[config.mk]
export PLATFORM = sky130hd
export DESIGN_NAME = asc_serial_unit
export DESIGN_NICKNAME = d
export VERILOG_FILES = /design/src/rtl/asc_pkg.sv /design/src/rtl/asc_tick_gen.sv /design/src/rtl/asc_serial_unit.sv
export VERILOG_INCLUDE_DIRS = /design/src /design/src/rtl
export SDC_FILE = /design/constraint.sdc
export NUM_CORES = 1
export LEC_CHECK = 0
export BUFFER_PORTS_ARGS = -buffer_cell sky130_fd_sc_hd__buf_4
export CAP_MARGIN = 10
export CORE_MARGIN = 2
export CORE_UTILIZATION = 33
export CTS_CLUSTER_DIAMETER = 120
export CTS_CLUSTER_SIZE = 14
export DETAILED_ROUTE_END_ITERATION = 10
export MAX_ROUTING_LAYER = met4
export PLACE_DENSITY = 0.54
export SYNTH_ARGS = -nofsm -noshare
export SYNTH_HDL_FRONTEND = slang
export SYNTH_SLANG_ARGS = --single-unit
[constraint.sdc]
create_clock -name I_CLK -period 6.6 [get_ports I_CLK]
set_input_delay 0.66 -clock I_CLK [delete_from_list [all_inputs] [get_ports I_CLK]]
set_output_delay 0.66 -clock I_CLK [all_outputs]
set_load 0.01 [all_outputs]
[src/rtl/asc_defines.svh]
// Register offsets, field positions, reset values and timing counts
`ifndef ASC_DEFINES_SVH
`define ASC_DEFINES_SVH
`define ASC_OFF_CTRL1 8'h00
`define ASC_OFF_CTRL2 8'h01
`define ASC_OFF_CTRL3 8'h02
`define ASC_OFF_STAT1 8'h03
`define ASC_OFF_STAT2 8'h04
`define ASC_OFF_DATA 8'h05
`define ASC_OFF_BAUD 8'h06
`define ASC_OFF_CFG2 8'h1e
`define ASC_CTRL1_RST 8'h00
`define ASC_CTRL2_RST 8'h00
`define ASC_BAUD_RST 8'h00
`define ASC_CFG2_RST 8'h00
// Control register one fields
`define ASC_B_UNIT_EN 7
`define ASC_B_INV 5
`define ASC_B_CHAR9 4
// Control register two fields
`define ASC_B_TXE_IE 7
`define ASC_B_TC_IE 6
`define ASC_B_RXF_IE 5
`define ASC_B_TX_EN 3
`define ASC_B_RX_EN 2
`define ASC_B_SBK 0
// Control register three fields
`define ASC_B_RX9 7
`define ASC_B_TX9 6
// Status fields
`define ASC_B_TXE 7
`define ASC_B_TC 6
`define ASC_B_RXF 5
`define ASC_B_NF 3
`define ASC_B_FE 1
`define ASC_B_BRK 1
// Baud register fields and clock source bit
`define ASC_B_LONG 7
`define ASC_B_SRC 0
// Timing: sample ticks per bit, bus clock is one quarter of the crystal clock
`define ASC_TICKS_PER_BIT 16
`define ASC_BUS_DIV 4
`define ASC_LEN8 4'ha
`define ASC_LEN9 4'hb
// Sample positions, counter value is tick number minus one
`define ASC_RT3 4'h2
`define ASC_RT5 4'h4
`define ASC_RT7 4'h6
`define ASC_RT8 4'h7
`define ASC_RT9 4'h8
`define ASC_RT10 4'h9
`define ASC_RT16 4'hf
`endif

[src/rtl/asc_pkg.sv]
// Types shared by the serial unit
package asc_pkg;
  typedef enum logic [3:0] {
    TX_IDLE = 4'b0001,
    TX_SHIFT = 4'b0010,
    TX_BRK = 4'b0100,
    TX_TAIL = 4'b1000
  } asc_tx_e;
  typedef enum logic [3:0] {
    RX_IDLE = 4'b0001,
    RX_START = 4'b0010,
    RX_BITS = 4'b0100,
    RX_XTRA = 4'b1000
  } asc_rx_e;
  typedef struct packed {
    logic brk;
    logic fe;
    logic nf;
    logic ninth;
    logic [7:0] data;
  } asc_rx_s;
endpackage

[src/rtl/asc_tick_gen.sv]
// Sample tick generator shared by transmitter and receiver
`timescale 1ns/100ps
`include "asc_defines.svh"
module asc_tick_gen (
  input wire logic i_clk,
  input wire logic i_rst,
  input wire logic i_bus_src,
  input wire logic [5:0] i_div,
  output logic o_tick
);
  logic [1:0] pre_reg;
  logic [5:0] div_reg;
  wire step = i_bus_src ? (pre_reg == 2'(`ASC_BUS_DIV - 1)) : 1'b1;
  wire wrap = step && (div_reg >= i_div);

  // Bus clock source steps once per four crystal cycles
  always_ff @(posedge i_clk or posedge i_rst) begin
    if (i_rst) begin
      pre_reg <= 2'h0;
      div_reg <= 6'h00;
      o_tick <= 1'b0;
    end else begin
      pre_reg <= pre_reg + 2'h1;
      div_reg <= wrap ? 6'h00 : (step ? div_reg + 6'h01 : div_reg);
      o_tick <= wrap;
    end
  end
endmodule

[src/rtl/asc_serial_unit.sv]
// Asynchronous serial transmitter and receiver with byte register port
// Functional notes
// - Transmitter and receiver share one tick generator
// - Source bit picks bus or 4x clock
// - Nine-bit mode sends the tx ninth bit
// - Preamble of ones precedes buffered data
// - Zero start bit first, one stop last
// - Empty flag sets on buffer handoff, irq
// - Idle line level is one
// - Unit disable releases the pins at once
// - Break character is all zeros, sized
// - Breaks repeat; afterwards at least one one
// - Short break: ten or eleven zeros
// - Long break: eleven or twelve zeros
// - Break sets flags, clears data and ninth
// - Idle character all ones, sized, preamble
// - Tx disable finishes current character first
// - Tx re-enable queues an idle character
// - Inversion flips every transmitted level
// - Done flag: nothing buffered, shifting, or generated
// - Rx ninth bit, or copy of bit seven
// - Complete character loads buffer, sets full flag
// - Sixteen ticks per bit, resync on falling edges
// - Start is zero after three ones
// - Majority of ticks eight to ten, noise
// - Missing stop one sets frame fault
//
// The implementer's own choice: the strobed register port.
`timescale 1ns/100ps
`include "asc_defines.svh"
module asc_serial_unit (
  input wire logic I_CLK,
  input wire logic I_RST,
  input wire logic [7:0] I_ADDR,
  input wire logic [7:0] I_WDATA,
  input wire logic I_WR,
  input wire logic I_RD,
  output logic [7:0] O_RDATA,
  input wire logic I_RXD,
  output logic O_TXD,
  output logic O_TXD_OE,
  output logic O_TX_IRQ,
  output logic O_RX_IRQ
);
  logic [7:0] ctrl1_reg, ctrl2_reg, baud_reg, cfg2_reg, tx_buf_reg, rx_buf_reg;
  logic tx9_reg, rx9_reg, txe_reg, rxf_reg, fe_reg, nf_reg, brk_reg, arm_reg;
  logic tick;
  asc_pkg::asc_tx_e tx_state_reg;
  asc_pkg::asc_rx_e rx_state_reg;
  logic [10:0] tx_sr_reg;
  logic [3:0] tx_cnt_reg, tx_rt_reg;
  logic tx_pend_reg, tx_en_d_reg;
  logic rxd_s1_reg, rxd_s2_reg;
  logic [2:0] rx_hist_reg;
  logic [3:0] rx_rt_reg, rx_idx_reg;
  logic [8:0] rx_sr_reg;
  logic s_a_reg, s_b_reg, rx_nf_reg, rx_last_reg, rx_zero_reg;
  logic rx_done_reg;
  asc_pkg::asc_rx_s rx_res_reg;

  // Decoded control fields
  wire unit_en = ctrl1_reg[`ASC_B_UNIT_EN];
  wire tx_inv = ctrl1_reg[`ASC_B_INV];
  wire char9 = ctrl1_reg[`ASC_B_CHAR9];
  wire tx_en = ctrl2_reg[`ASC_B_TX_EN];
  wire rx_en = ctrl2_reg[`ASC_B_RX_EN];
  wire send_break_bit = ctrl2_reg[`ASC_B_SBK];
  wire long_brk = baud_reg[`ASC_B_LONG];
  wire [3:0] char_len = char9 ? `ASC_LEN9 : `ASC_LEN8;
  wire [3:0] brk_len = char_len + {3'h0, long_brk};

  // Register strobes
  wire wr_c1 = I_WR && (I_ADDR == `ASC_OFF_CTRL1);
  wire wr_c2 = I_WR && (I_ADDR == `ASC_OFF_CTRL2);
  wire wr_c3 = I_WR && (I_ADDR == `ASC_OFF_CTRL3);
  wire wr_dat = I_WR && (I_ADDR == `ASC_OFF_DATA);
  wire wr_bd = I_WR && (I_ADDR == `ASC_OFF_BAUD);
  wire wr_cf = I_WR && (I_ADDR == `ASC_OFF_CFG2);
  wire rd_s1 = I_RD && (I_ADDR == `ASC_OFF_STAT1);
  wire rd_s2 = I_RD && (I_ADDR == `ASC_OFF_STAT2);
  wire rd_dat = I_RD && (I_ADDR == `ASC_OFF_DATA);

  // Transmitter decisions; the starts of a frame are taken only in the idle state
  wire tx_bit = tick && (tx_rt_reg == `ASC_RT16);
  wire tx_idle = (tx_state_reg == asc_pkg::TX_IDLE);
  wire tx_go_pre = tx_idle && tx_en && tx_pend_reg;
  wire tx_go_brk = tx_idle && tx_en && !tx_pend_reg && send_break_bit;
  wire tx_go_data = tx_idle && tx_en && !tx_pend_reg && !send_break_bit && !txe_reg;
  wire tx_rise = tx_en && !tx_en_d_reg;
  wire tx_last = (tx_cnt_reg == 4'h1);
  wire tc_now = tx_idle && txe_reg && !tx_pend_reg && !(send_break_bit && tx_en);
  wire line_lvl = (tx_state_reg == asc_pkg::TX_SHIFT) ? tx_sr_reg[0] :
                  (tx_state_reg != asc_pkg::TX_BRK);
  // Start low at the LSB, stop high at the MSB; 8-bit frames pad with a one
  wire [10:0] frame = {1'b1, (char9 ? tx9_reg : 1'b1), tx_buf_reg, 1'b0};

  // Receiver sampling terms
  wire rxd = rxd_s2_reg;
  wire rx_tk = tick && rx_en && unit_en;
  wire maj = (s_a_reg & s_b_reg) | (s_a_reg & rxd) | (s_b_reg & rxd);
  wire noisy = !((s_a_reg == s_b_reg) && (s_b_reg == rxd));
  wire [3:0] nbits = char9 ? 4'h9 : 4'h8;
  wire at_stop = (rx_idx_reg == nbits);
  wire st_ok = ({s_a_reg, s_b_reg, rxd} == 3'b000) || ({s_a_reg, s_b_reg, rxd} == 3'b001) ||
               ({s_a_reg, s_b_reg, rxd} == 3'b010) || ({s_a_reg, s_b_reg, rxd} == 3'b100);
  wire resync = rx_last_reg && !rxd && (rx_rt_reg > `ASC_RT10) && (rx_rt_reg != `ASC_RT16)
                && !at_stop;
  wire brk_chr = rx_zero_reg && !maj;
  wire [7:0] rx_data = char9 ? rx_sr_reg[7:0] : rx_sr_reg[8:1];

  // Read data selection
  wire [7:0] st1 = {txe_reg, tc_now, rxf_reg, 1'b0, nf_reg, 1'b0, fe_reg, 1'b0};
  wire [7:0] rd_val =
    (I_ADDR == `ASC_OFF_CTRL1) ? ctrl1_reg :
    (I_ADDR == `ASC_OFF_CTRL2) ? ctrl2_reg :
    (I_ADDR == `ASC_OFF_CTRL3) ? {rx9_reg, tx9_reg, 6'h00} :
    (I_ADDR == `ASC_OFF_STAT1) ? st1 :
    (I_ADDR == `ASC_OFF_STAT2) ? {6'h00, brk_reg, 1'b0} :
    (I_ADDR == `ASC_OFF_DATA) ? rx_buf_reg :
    (I_ADDR == `ASC_OFF_BAUD) ? baud_reg :
    (I_ADDR == `ASC_OFF_CFG2) ? cfg2_reg : 8'h00;

  // One tick source for both directions, clock chosen by the source bit
  asc_tick_gen u_tick (
    .i_clk(I_CLK),
    .i_rst(I_RST),
    .i_bus_src(cfg2_reg[`ASC_B_SRC]),
    .i_div(baud_reg[5:0]),
    .o_tick(tick)
  );

  // Software registers; read data appears the cycle after the strobe
  always_ff @(posedge I_CLK or posedge I_RST) begin
    if (I_RST) begin
      ctrl1_reg <= `ASC_CTRL1_RST;
      ctrl2_reg <= `ASC_CTRL2_RST;
      baud_reg <= `ASC_BAUD_RST;
      cfg2_reg <= `ASC_CFG2_RST;
      tx_buf_reg <= 8'h00;
      tx9_reg <= 1'b0;
      O_RDATA <= 8'h00;
    end else begin
      if (wr_c1) ctrl1_reg <= I_WDATA;
      if (wr_c2) ctrl2_reg <= I_WDATA;
      if (wr_bd) baud_reg <= I_WDATA;
      if (wr_cf) cfg2_reg <= I_WDATA;
      if (wr_c3) tx9_reg <= I_WDATA[`ASC_B_TX9];
      if (wr_dat) tx_buf_reg <= I_WDATA;
      O_RDATA <= I_RD ? rd_val : 8'h00;
    end
  end

  // Empty flag: status read arms, data write clears; a handoff always sets
  always_ff @(posedge I_CLK or posedge I_RST) begin
    if (I_RST) begin
      txe_reg <= 1'b1;
      arm_reg <= 1'b0;
    end else begin
      if (tx_go_data) txe_reg <= 1'b1;
      else if (wr_dat && arm_reg) txe_reg <= 1'b0;
      if (rd_s1 && txe_reg) arm_reg <= 1'b1;
      else if (wr_dat) arm_reg <= 1'b0;
    end
  end

  // Transmit sequencer; a cleared enable is seen only in idle or at the end of a break, so a frame completes
  always_ff @(posedge I_CLK or posedge I_RST) begin
    if (I_RST) begin
      tx_state_reg <= asc_pkg::TX_IDLE;
      tx_sr_reg <= 11'h7ff;
      tx_cnt_reg <= 4'h0;
      tx_rt_reg <= 4'h0;
      tx_pend_reg <= 1'b0;
      tx_en_d_reg <= 1'b0;
    end else if (!unit_en) begin
      tx_state_reg <= asc_pkg::TX_IDLE;
      tx_pend_reg <= 1'b0;
      tx_en_d_reg <= 1'b0;
      tx_rt_reg <= 4'h0;
    end else begin
      tx_en_d_reg <= tx_en;
      if (tick) tx_rt_reg <= tx_rt_reg + 4'h1;
      case (tx_state_reg)
        asc_pkg::TX_IDLE: begin
          if (tx_rise) tx_pend_reg <= 1'b1;
          if (tx_go_pre) begin
            tx_sr_reg <= 11'h7ff;
            tx_cnt_reg <= char_len;
            tx_pend_reg <= tx_rise;
            tx_rt_reg <= 4'h0;
            tx_state_reg <= asc_pkg::TX_SHIFT;
          end else if (tx_go_brk) begin
            tx_cnt_reg <= brk_len;
            tx_rt_reg <= 4'h0;
            tx_state_reg <= asc_pkg::TX_BRK;
          end else if (tx_go_data) begin
            tx_sr_reg <= frame;
            tx_cnt_reg <= char_len;
            tx_rt_reg <= 4'h0;
            tx_state_reg <= asc_pkg::TX_SHIFT;
          end
        end
        asc_pkg::TX_SHIFT: begin
          if (tx_rise) tx_pend_reg <= 1'b1;
          if (tx_bit) begin
            tx_sr_reg <= {1'b1, tx_sr_reg[10:1]};
            tx_cnt_reg <= tx_cnt_reg - 4'h1;
            if (tx_last) tx_state_reg <= asc_pkg::TX_IDLE;
          end
        end
        asc_pkg::TX_BRK: begin
          if (tx_rise) tx_pend_reg <= 1'b1;
          if (tx_bit) begin
            tx_cnt_reg <= tx_cnt_reg - 4'h1;
            if (tx_last && send_break_bit && tx_en) tx_cnt_reg <= brk_len;
            else if (tx_last) tx_state_reg <= asc_pkg::TX_TAIL;
          end
        end
        asc_pkg::TX_TAIL: begin
          if (tx_rise) tx_pend_reg <= 1'b1;
          if (tx_bit) tx_state_reg <= asc_pkg::TX_IDLE;
        end
        default: tx_state_reg <= asc_pkg::TX_IDLE;
      endcase
    end
  end

  // Pin drive registered so glitches never reach the line
  always_ff @(posedge I_CLK or posedge I_RST) begin
    if (I_RST) begin
      O_TXD <= 1'b1;
      O_TXD_OE <= 1'b0;
      O_TX_IRQ <= 1'b0;
      O_RX_IRQ <= 1'b0;
    end else begin
      O_TXD <= line_lvl ^ tx_inv;
      O_TXD_OE <= unit_en && (tx_en || !tx_idle);
      O_TX_IRQ <= (txe_reg && ctrl2_reg[`ASC_B_TXE_IE]) ||
                  (tc_now && ctrl2_reg[`ASC_B_TC_IE]);
      O_RX_IRQ <= rxf_reg && ctrl2_reg[`ASC_B_RXF_IE];
    end
  end

  // Receive pin synchroniser
  always_ff @(posedge I_CLK or posedge I_RST) begin
    if (I_RST) begin
      rxd_s1_reg <= 1'b1;
      rxd_s2_reg <= 1'b1;
    end else begin
      rxd_s1_reg <= I_RXD;
      rxd_s2_reg <= rxd_s1_reg;
    end
  end

  // Receive sequencer, sixteen sample ticks per bit
  always_ff @(posedge I_CLK or posedge I_RST) begin
    if (I_RST) begin
      rx_state_reg <= asc_pkg::RX_IDLE;
      rx_hist_reg <= 3'h0;
      rx_rt_reg <= 4'h0;
      rx_idx_reg <= 4'h0;
      rx_sr_reg <= 9'h000;
      s_a_reg <= 1'b0;
      s_b_reg <= 1'b0;
      rx_nf_reg <= 1'b0;
      rx_last_reg <= 1'b0;
      rx_zero_reg <= 1'b0;
      rx_done_reg <= 1'b0;
      rx_res_reg <= '0;
    end else if (!(rx_en && unit_en)) begin
      rx_state_reg <= asc_pkg::RX_IDLE;
      rx_hist_reg <= 3'h0;
      rx_done_reg <= 1'b0;
    end else begin
      rx_done_reg <= 1'b0;
      if (rx_tk) begin
        rx_rt_reg <= rx_rt_reg + 4'h1;
        if (rx_rt_reg == `ASC_RT3 || rx_rt_reg == `ASC_RT8) s_a_reg <= rxd;
        if (rx_rt_reg == `ASC_RT5 || rx_rt_reg == `ASC_RT9) s_b_reg <= rxd;
        case (rx_state_reg)
          asc_pkg::RX_IDLE: begin
            rx_hist_reg <= {rx_hist_reg[1:0], rxd};
            if (rx_hist_reg == 3'h7 && !rxd) begin
              rx_rt_reg <= 4'h1;
              rx_nf_reg <= 1'b0;
              rx_zero_reg <= 1'b1;
              rx_state_reg <= asc_pkg::RX_START;
            end
          end
          asc_pkg::RX_START: begin
            if (rx_rt_reg == `ASC_RT7) begin
              if (!st_ok) begin
                rx_hist_reg <= 3'h0;
                rx_state_reg <= asc_pkg::RX_IDLE;
              end else if (noisy) rx_nf_reg <= 1'b1;
            end
            if (rx_rt_reg > `ASC_RT7 && rx_rt_reg <= `ASC_RT10 && rxd) rx_nf_reg <= 1'b1;
            if (rx_rt_reg == `ASC_RT16) begin
              rx_idx_reg <= 4'h0;
              rx_last_reg <= 1'b0;
              rx_state_reg <= asc_pkg::RX_BITS;
            end
          end
          asc_pkg::RX_BITS: begin
            if (rx_rt_reg == `ASC_RT10) begin
              if (noisy) rx_nf_reg <= 1'b1;
              if (!at_stop) begin
                rx_sr_reg <= {maj, rx_sr_reg[8:1]};
                rx_last_reg <= maj;
                if (maj) rx_zero_reg <= 1'b0;
              end else if (brk_chr && long_brk) begin
                rx_state_reg <= asc_pkg::RX_XTRA;
              end else begin
                rx_done_reg <= 1'b1;
                rx_res_reg <= '{brk: brk_chr, fe: !maj, nf: rx_nf_reg || noisy,
                                ninth: rx_sr_reg[8], data: rx_data};
                rx_hist_reg <= 3'h0;
                rx_state_reg <= asc_pkg::RX_IDLE;
              end
            end
            if (resync) begin
              rx_rt_reg <= 4'h1;
              rx_last_reg <= 1'b0;
              rx_idx_reg <= rx_idx_reg + 4'h1;
            end else if (rx_rt_reg == `ASC_RT16) rx_idx_reg <= rx_idx_reg + 4'h1;
          end
          asc_pkg::RX_XTRA: begin
            if (rx_rt_reg == `ASC_RT10) begin
              rx_done_reg <= 1'b1;
              rx_res_reg <= '{brk: !maj, fe: 1'b1, nf: rx_nf_reg || noisy,
                              ninth: 1'b0, data: 8'h00};
              rx_hist_reg <= 3'h0;
              rx_state_reg <= asc_pkg::RX_IDLE;
            end
          end
          default: rx_state_reg <= asc_pkg::RX_IDLE;
        endcase
      end
    end
  end

  // Receive flags; a new character wins over a clearing read in the same cycle
  always_ff @(posedge I_CLK or posedge I_RST) begin
    if (I_RST) begin
      rx_buf_reg <= 8'h00;
      rx9_reg <= 1'b0;
      rxf_reg <= 1'b0;
      fe_reg <= 1'b0;
      nf_reg <= 1'b0;
      brk_reg <= 1'b0;
    end else if (rx_done_reg) begin
      rx_buf_reg <= rx_res_reg.brk ? 8'h00 : rx_res_reg.data;
      rx9_reg <= rx_res_reg.brk ? 1'b0 : rx_res_reg.ninth;
      rxf_reg <= 1'b1;
      fe_reg <= rx_res_reg.fe || fe_reg;
      nf_reg <= rx_res_reg.nf || nf_reg;
      brk_reg <= rx_res_reg.brk || brk_reg;
    end else begin
      if (rd_dat) begin
        rxf_reg <= 1'b0;
        fe_reg <= 1'b0;
        nf_reg <= 1'b0;
      end
      if (rd_s2) brk_reg <= 1'b0;
    end
  end

  chk_txd_idle: assert property (@(posedge I_CLK) disable iff (I_RST)
    (tx_idle && !tx_inv) |=> O_TXD) else $error("idle line not high");
  chk_txd_invert: assert property (@(posedge I_CLK) disable iff (I_RST)
    (tx_idle && tx_inv) |=> !O_TXD) else $error("inverted idle not low");
  chk_break_low: assert property (@(posedge I_CLK) disable iff (I_RST)
    (tx_state_reg == asc_pkg::TX_BRK && !tx_inv) |=> !O_TXD) else $error("break not low");
  chk_empty_set: assert property (@(posedge I_CLK) disable iff (I_RST)
    tx_go_data |=> txe_reg && tx_sr_reg[0] == 1'b0) else $error("handoff wrong");
  chk_pin_release: assert property (@(posedge I_CLK) disable iff (I_RST)
    !unit_en |=> !O_TXD_OE) else $error("pin kept driven");
  chk_rx_full: assert property (@(posedge I_CLK) disable iff (I_RST)
    rx_done_reg |=> rxf_reg && (fe_reg || !$past(rx_res_reg.fe))) else $error("no full");
  chk_break_flags: assert property (@(posedge I_CLK) disable iff (I_RST)
    (rx_done_reg && rx_res_reg.brk) |=> rx_buf_reg == 8'h00 && fe_reg && brk_reg && !rx9_reg)
    else $error("break flags wrong");
  chk_tail_one: assert property (@(posedge I_CLK) disable iff (I_RST)
    (tx_state_reg == asc_pkg::TX_TAIL && !tx_inv) |=> O_TXD) else $error("no trailing one");
endmodule

# After elaboration in Yosys (flattened, before gate mapping)
# Cells that the tools add are included.
[word_totals] register_bits=146 inputBits=21 out_inout_bits=12 elab_cells=346
[op_classes] add_sub_neg=7 magnitude_cmp=4 n_eq_ne=71 mux=119 n_bitwise=7 n_reduce_logical=92
[ops] cell="$mux 4" n=37
[ops] cell="$mux 8" n=11
[ops] cell="$ne 3x3->1 const B" n=19
[ops] cell="$mux 12" n=4
[ops] cell="$mux 11" n=4
[ops] cell="$logic_and 1x1->1" n=43
[ops] cell="$mux 1" n=40
[ops] cell="$reduce_and 7->1" n=5
[ops] cell="$pmux 4 s4" n=2
[ops] cell="$eq 4x4->1 const B" n=6
[ops] cell="$eq 8x3->1 const B" n=3
[ops] cell="$mux 3" n=8
[ops] cell="$pmux 12 s2" n=1
[ops] cell="$ne 2x2->1 const B" n=11
[ops] cell="$pmux 11 s2" n=1
[ops] cell="$eq 4x3->1 const B" n=5
[ops] cell="$reduce_and 5->1" n=4
[ops] cell="$reduce_bool 2->1" n=9
[ops] cell="$eq 8x2->1 const B" n=2
[ops] cell="$pmux 4 s2" n=2
[ops] cell="$add 4x1->4 const B" n=3
[ops] cell="$eq 4x1->1 const B" n=3
[ops] cell="$eq 4x2->1 const B" n=3
[ops] cell="$mux 6" n=2
[ops] cell="other kinds (41)" n=72

# Longest topological paths before layout
[depth] ltp_word=12 mapped_depth=8 mapped_depth_nobuf=7

# By module
# Synthesis repeated with hierarchy kept, for this count alone.
[hier_totals] hier_cells=714 hier_area_um2=7463.4
[modules_own_cells] mod="asc_serial_unit" instances=1 cells_per_inst=659 area_each_um2=6901.6 seq_area_each_um2=3423.3
[modules_own_cells] mod="asc_tick_gen" instances=1 cells_per_inst=55 area_each_um2=561.8 seq_area_each_um2=225.2

# Worst setup path before layout
# Ideal clock, no wire load.
[synth_path] path_kind="input to register" start="input I_ADDR[5]" end="register tx_buf_reg[0]" setup_ns=0.127 arrival_time_ns=2.183 t_required_ns=6.473 slack_ns=4.290 stages=5 n_path_buf=0 cell_sequence="or3_1 -> nor2_1 -> nand3_1 -> nor2_2 -> mux2_1"
[synth_between] elab_chain_len=2
[synth_rtl] element="from (decl)" line="asc_serial_unit.sv:34" rtl="input wire logic [7:0] I_ADDR,"
[synth_rtl] element="$eq 8x3->1 (no source line)"
[synth_rtl] element="$logic_and 1x1->1" line="asc_serial_unit.sv:76" rtl="wire wr_dat = I_WR && (I_ADDR == `ASC_OFF_DATA);"
[synth_rtl] element="to (signal assigned)" line="asc_serial_unit.sv:139" rtl="tx_buf_reg <= 8'h00;"
[synth_rtl] element="to (signal assigned)" line="asc_serial_unit.sv:148" rtl="if (wr_dat) tx_buf_reg <= I_WDATA;"
[synth_rtl] element="to (decl)" line="asc_serial_unit.sv:45" rtl="logic [7:0] ctrl1_reg, ctrl2_reg, baud_reg, cfg2_reg, tx_buf_reg, rx_buf_reg;"
# No other way between the ends.
# A chain may end at the register's enable or synchronous reset.

# Worst setup path in the final report
[layout_path] start="register ctrl1_reg[4]" end="register rx_res_reg[5] in the netlist's numbering"
[layout_between] elab_chain_len=5 elab_cells_between_ends=9 classes_between="2 x eq/ne; 6 x mux; 1 x reduce/logical"
[layout_rtl] element="from (decl)" line="asc_serial_unit.sv:45"
[layout_rtl] element="from (signal assigned)" line="asc_serial_unit.sv:135" rtl="ctrl1_reg <= `ASC_CTRL1_RST;"
[layout_rtl] element="parallel branches: the longest is 5 deep, another holds $reduce_and 7->1"
[layout_rtl] element="to (signal assigned)" line="asc_serial_unit.sv:315" rtl="rx_res_reg <= '{brk: brk_chr, fe: !maj, nf: rx_nf_reg || noisy,"
[layout_rtl] element="to (signal assigned)" line="asc_serial_unit.sv:330" rtl="rx_res_reg <= '{brk: !maj, fe: 1'b1, nf: rx_nf_reg || noisy,"
[layout_rtl] element="to (decl)" line="asc_serial_unit.sv:59" rtl="asc_pkg::asc_rx_s rx_res_reg;"
# Parallel ways; which one is timed is not known. The select of a mux whose other input is x is not followed.

==> metrics <==
Final period util=0.4046; critical path's slowest cell=dfrtp_1; CP max stage delay=0.81 ns; vias per cell=5.247; Final Cell Area=8670 µm²; achievable clock frequency=0.3744 GHz; Die Span X=155.0 µm; synth cell count leaders=dfrtp_1 (129), nor2_1 (57), nand2_1 (56); grt peak-use layer=met2; synthesized net count=757; max-slew violations=0; die height=155.0 µm; largest net degree at the start of global routing=76; max_cap viols=0; Final Critical Period=2.671 ns; H-tree depth=4; Leak=3.787 nW; status=finished clean; clk root buf=clkbuf_16; remaining antenna violation count after routing=0; first drt pass iteration count=5; worst path required time=6.93 ns; RSZ-0062 raised after global routing=no; Post-Synthesis Cells=713; Layout area overhead=15.16%; Synth Warn #=0; Setup Crit Path Kind=flop to flop; CTS Hold Bufs=0; Routed WL=17800 µm; CP cell instances=xor2_1 > o41ai_2 > o211ai_2 > o31ai_1; RePlAce Congestion=0.8473; I/O pins=33; Clock Path Buffers=2; Hold Crit Class=primary input to asynchronous set/reset pin; cell taking the most area after synthesis=dfrtp_1; Inserted Clock Buffers=17; top cell type's share of synthesized area=0.4288; Synth area leaders=dfrtp_1 (43%), mux2_1 (6.1%), dfstp_2 (5.6%), ha_1 (3.8%), mux2i_1 (3.5%); first-pass GRT wire length=29090 µm; top_reg_cell synth=dfrtp_1; M1 GR Usage=0.2045; CP arrival=3.00 ns; Post-Syn Area=7528 µm²; fraction of registers with async set/reset=1.000; Post-Layout Cell Count=1040; met3 Usage GRT=0.03398; worst-margin pin slew=1.111 ns; Setup crit end kind=flop; share of cells above drive strength 1=0.1669; Starting Density=0.3346; post-CTS resize count=0; setup tns final=0 ns; GRT met2 Usage=0.2478; register area share after synthesis=0.4846; die area=24040 µm²; gr ovfl total=0; I/O Buffers=32; TritonCTS Sinks=145; core area=22500 µm²; flip-flop count of the largest register after layout=12; synthesized area per cell=10.56 µm²; DRC viols=0; Setup-failing EPs final=0; Rel. slew slack=0.2522; GR Util All Layers=0.1582; CTS tree=yes; Clock transition at path regs=0.06 ns; wire per inst=17.11 µm; Via Count=5457; Setup Fix Bufs, Post-CTS=0; final worst clock skew=0.01197 ns; vias in the first global route=5480; Antenna diodes=0; synth unique cells=80; DP Cell Count=1008; maximum VDD drop=0.1575 mV; later-pin clock latency in the skew report=0.44 ns; Critical Path Fanout Max=24; Post-synth EDFFs=0; PwrDens=240.5 nW/µm²; final core utilization=0.3853; initial DRC count=336; HPWL Detailed=12380 µm; Cell Area, Placed=8061 µm²; num rows=55; register bit total from synthesis=145; most common cell in the netlist=dfrtp_1; Worst setup SP type=flop; nets=786; initial antenna violation count=0; Final Hold Fails=0
[kinds of logic (layout without fill, tap and decap cells)]
kind of cell,after synthesis,after routing,synth area share
simple gates,226,226,0.1630
compound gates,156,156,0.1463
flops,145,145,0.4846
mux,80,80,0.1168
buf+inv,70,112,0.03590
fa+ha+maj,23,23,0.03823
xor+xnor,13,13,0.01512
[worst max-delay path: cells and delay by family, from the launching register on]
kind	cells	cell delay, ns
flip-flops	1	0.81
AO/OA/AOI/OAI	3	1.54
XOR/XNOR	1	0.22
[area by class of cell]
cell class                      count  area, µm²
Multi-Input combinational cell    498       3616
Clock inverter                     10      133.9
Fill cell                        2205      13830
Tap cell                          285      356.6
Timing Repair Buffer               36      270.3
Clock buffer                       22      474.2
Sequential cell                   145       3649
Inverter                           44      170.2
[cells in the final DEF, fill, tap and decap left out, types with 7 or more instances in the layout]
cell type,count
a31oi_1,19
mux2_1,41
buf_4,36
dfrtp_1,129
a21oi_1,33
mux2_2,12
mux2i_1,26
nor2b_1,12
clkbuf_16,17
nor2_1,57
inv_1,42
ha_1,23
nand2_1,56
dfstp_2,16
nand3_1,19
nand2b_1,7
nor3_1,14
o31ai_1,8
o21ai_0,27
o21ai_1,12
xor2_1,10
[path summary, 6_finish.rpt]
check                      slack, ns                   endpoint                     start  depth (start not counted)
min in group I_CLK              0.34       rxd_s1_reg$_DFF_PP1_                     I_RXD                          1
max reg2reg                     3.93  rx_res_reg[5]$_DFFE_PP0P_  ctrl1_reg[4]$_DFFE_PP0P_                          4
min reg2reg                     0.36              rxd$_DFF_PP1_      rxd_s1_reg$_DFF_PP1_                          0
max                             3.93  rx_res_reg[5]$_DFFE_PP0P_  ctrl1_reg[4]$_DFFE_PP0P_                          4
min                             0.32         O_TX_IRQ$_DFF_PP0_                     I_RST                          2
max in group asynchronous       4.87    baud_reg[2]$_DFFE_PP0P_                     I_RST                          3
[layer usage]
| layer | share of wire | vias to the layer above |
|---|---|---|
| met3 | 0.026 | 27 |
| li1 | - | 2635 |
| met5 | 0 | - |
| met4 | 0.017 | 0 |
| met1 | 0.49 | 2714 |
| met2 | 0.47 | 81 |
[report_power, final]
part	leakage, nW	internal (mW)	switching (mW)
clock	0.296	0.622	0.377
sequential	1.93	0.916	0.0317
combinational	1.56	0.0536	0.0848
total	3.79	1.59	0.494
[stage by stage]
stage / setup slack (ns) / power [mW] / hold WS, ns
after floorplan: 2.072 / 1.047 / 0.3452
after global placement: 3.841 / 1.102 / 0.3478
after detailed placement: 3.866 / 1.103 / 0.3488
after CTS: 3.897 / 2.105 / 0.3240
after global routing: 3.690 / 2.167 / 0.3196
final: 3.929 / 2.085 / 0.3161
Power figures use the tool's default switching activity.
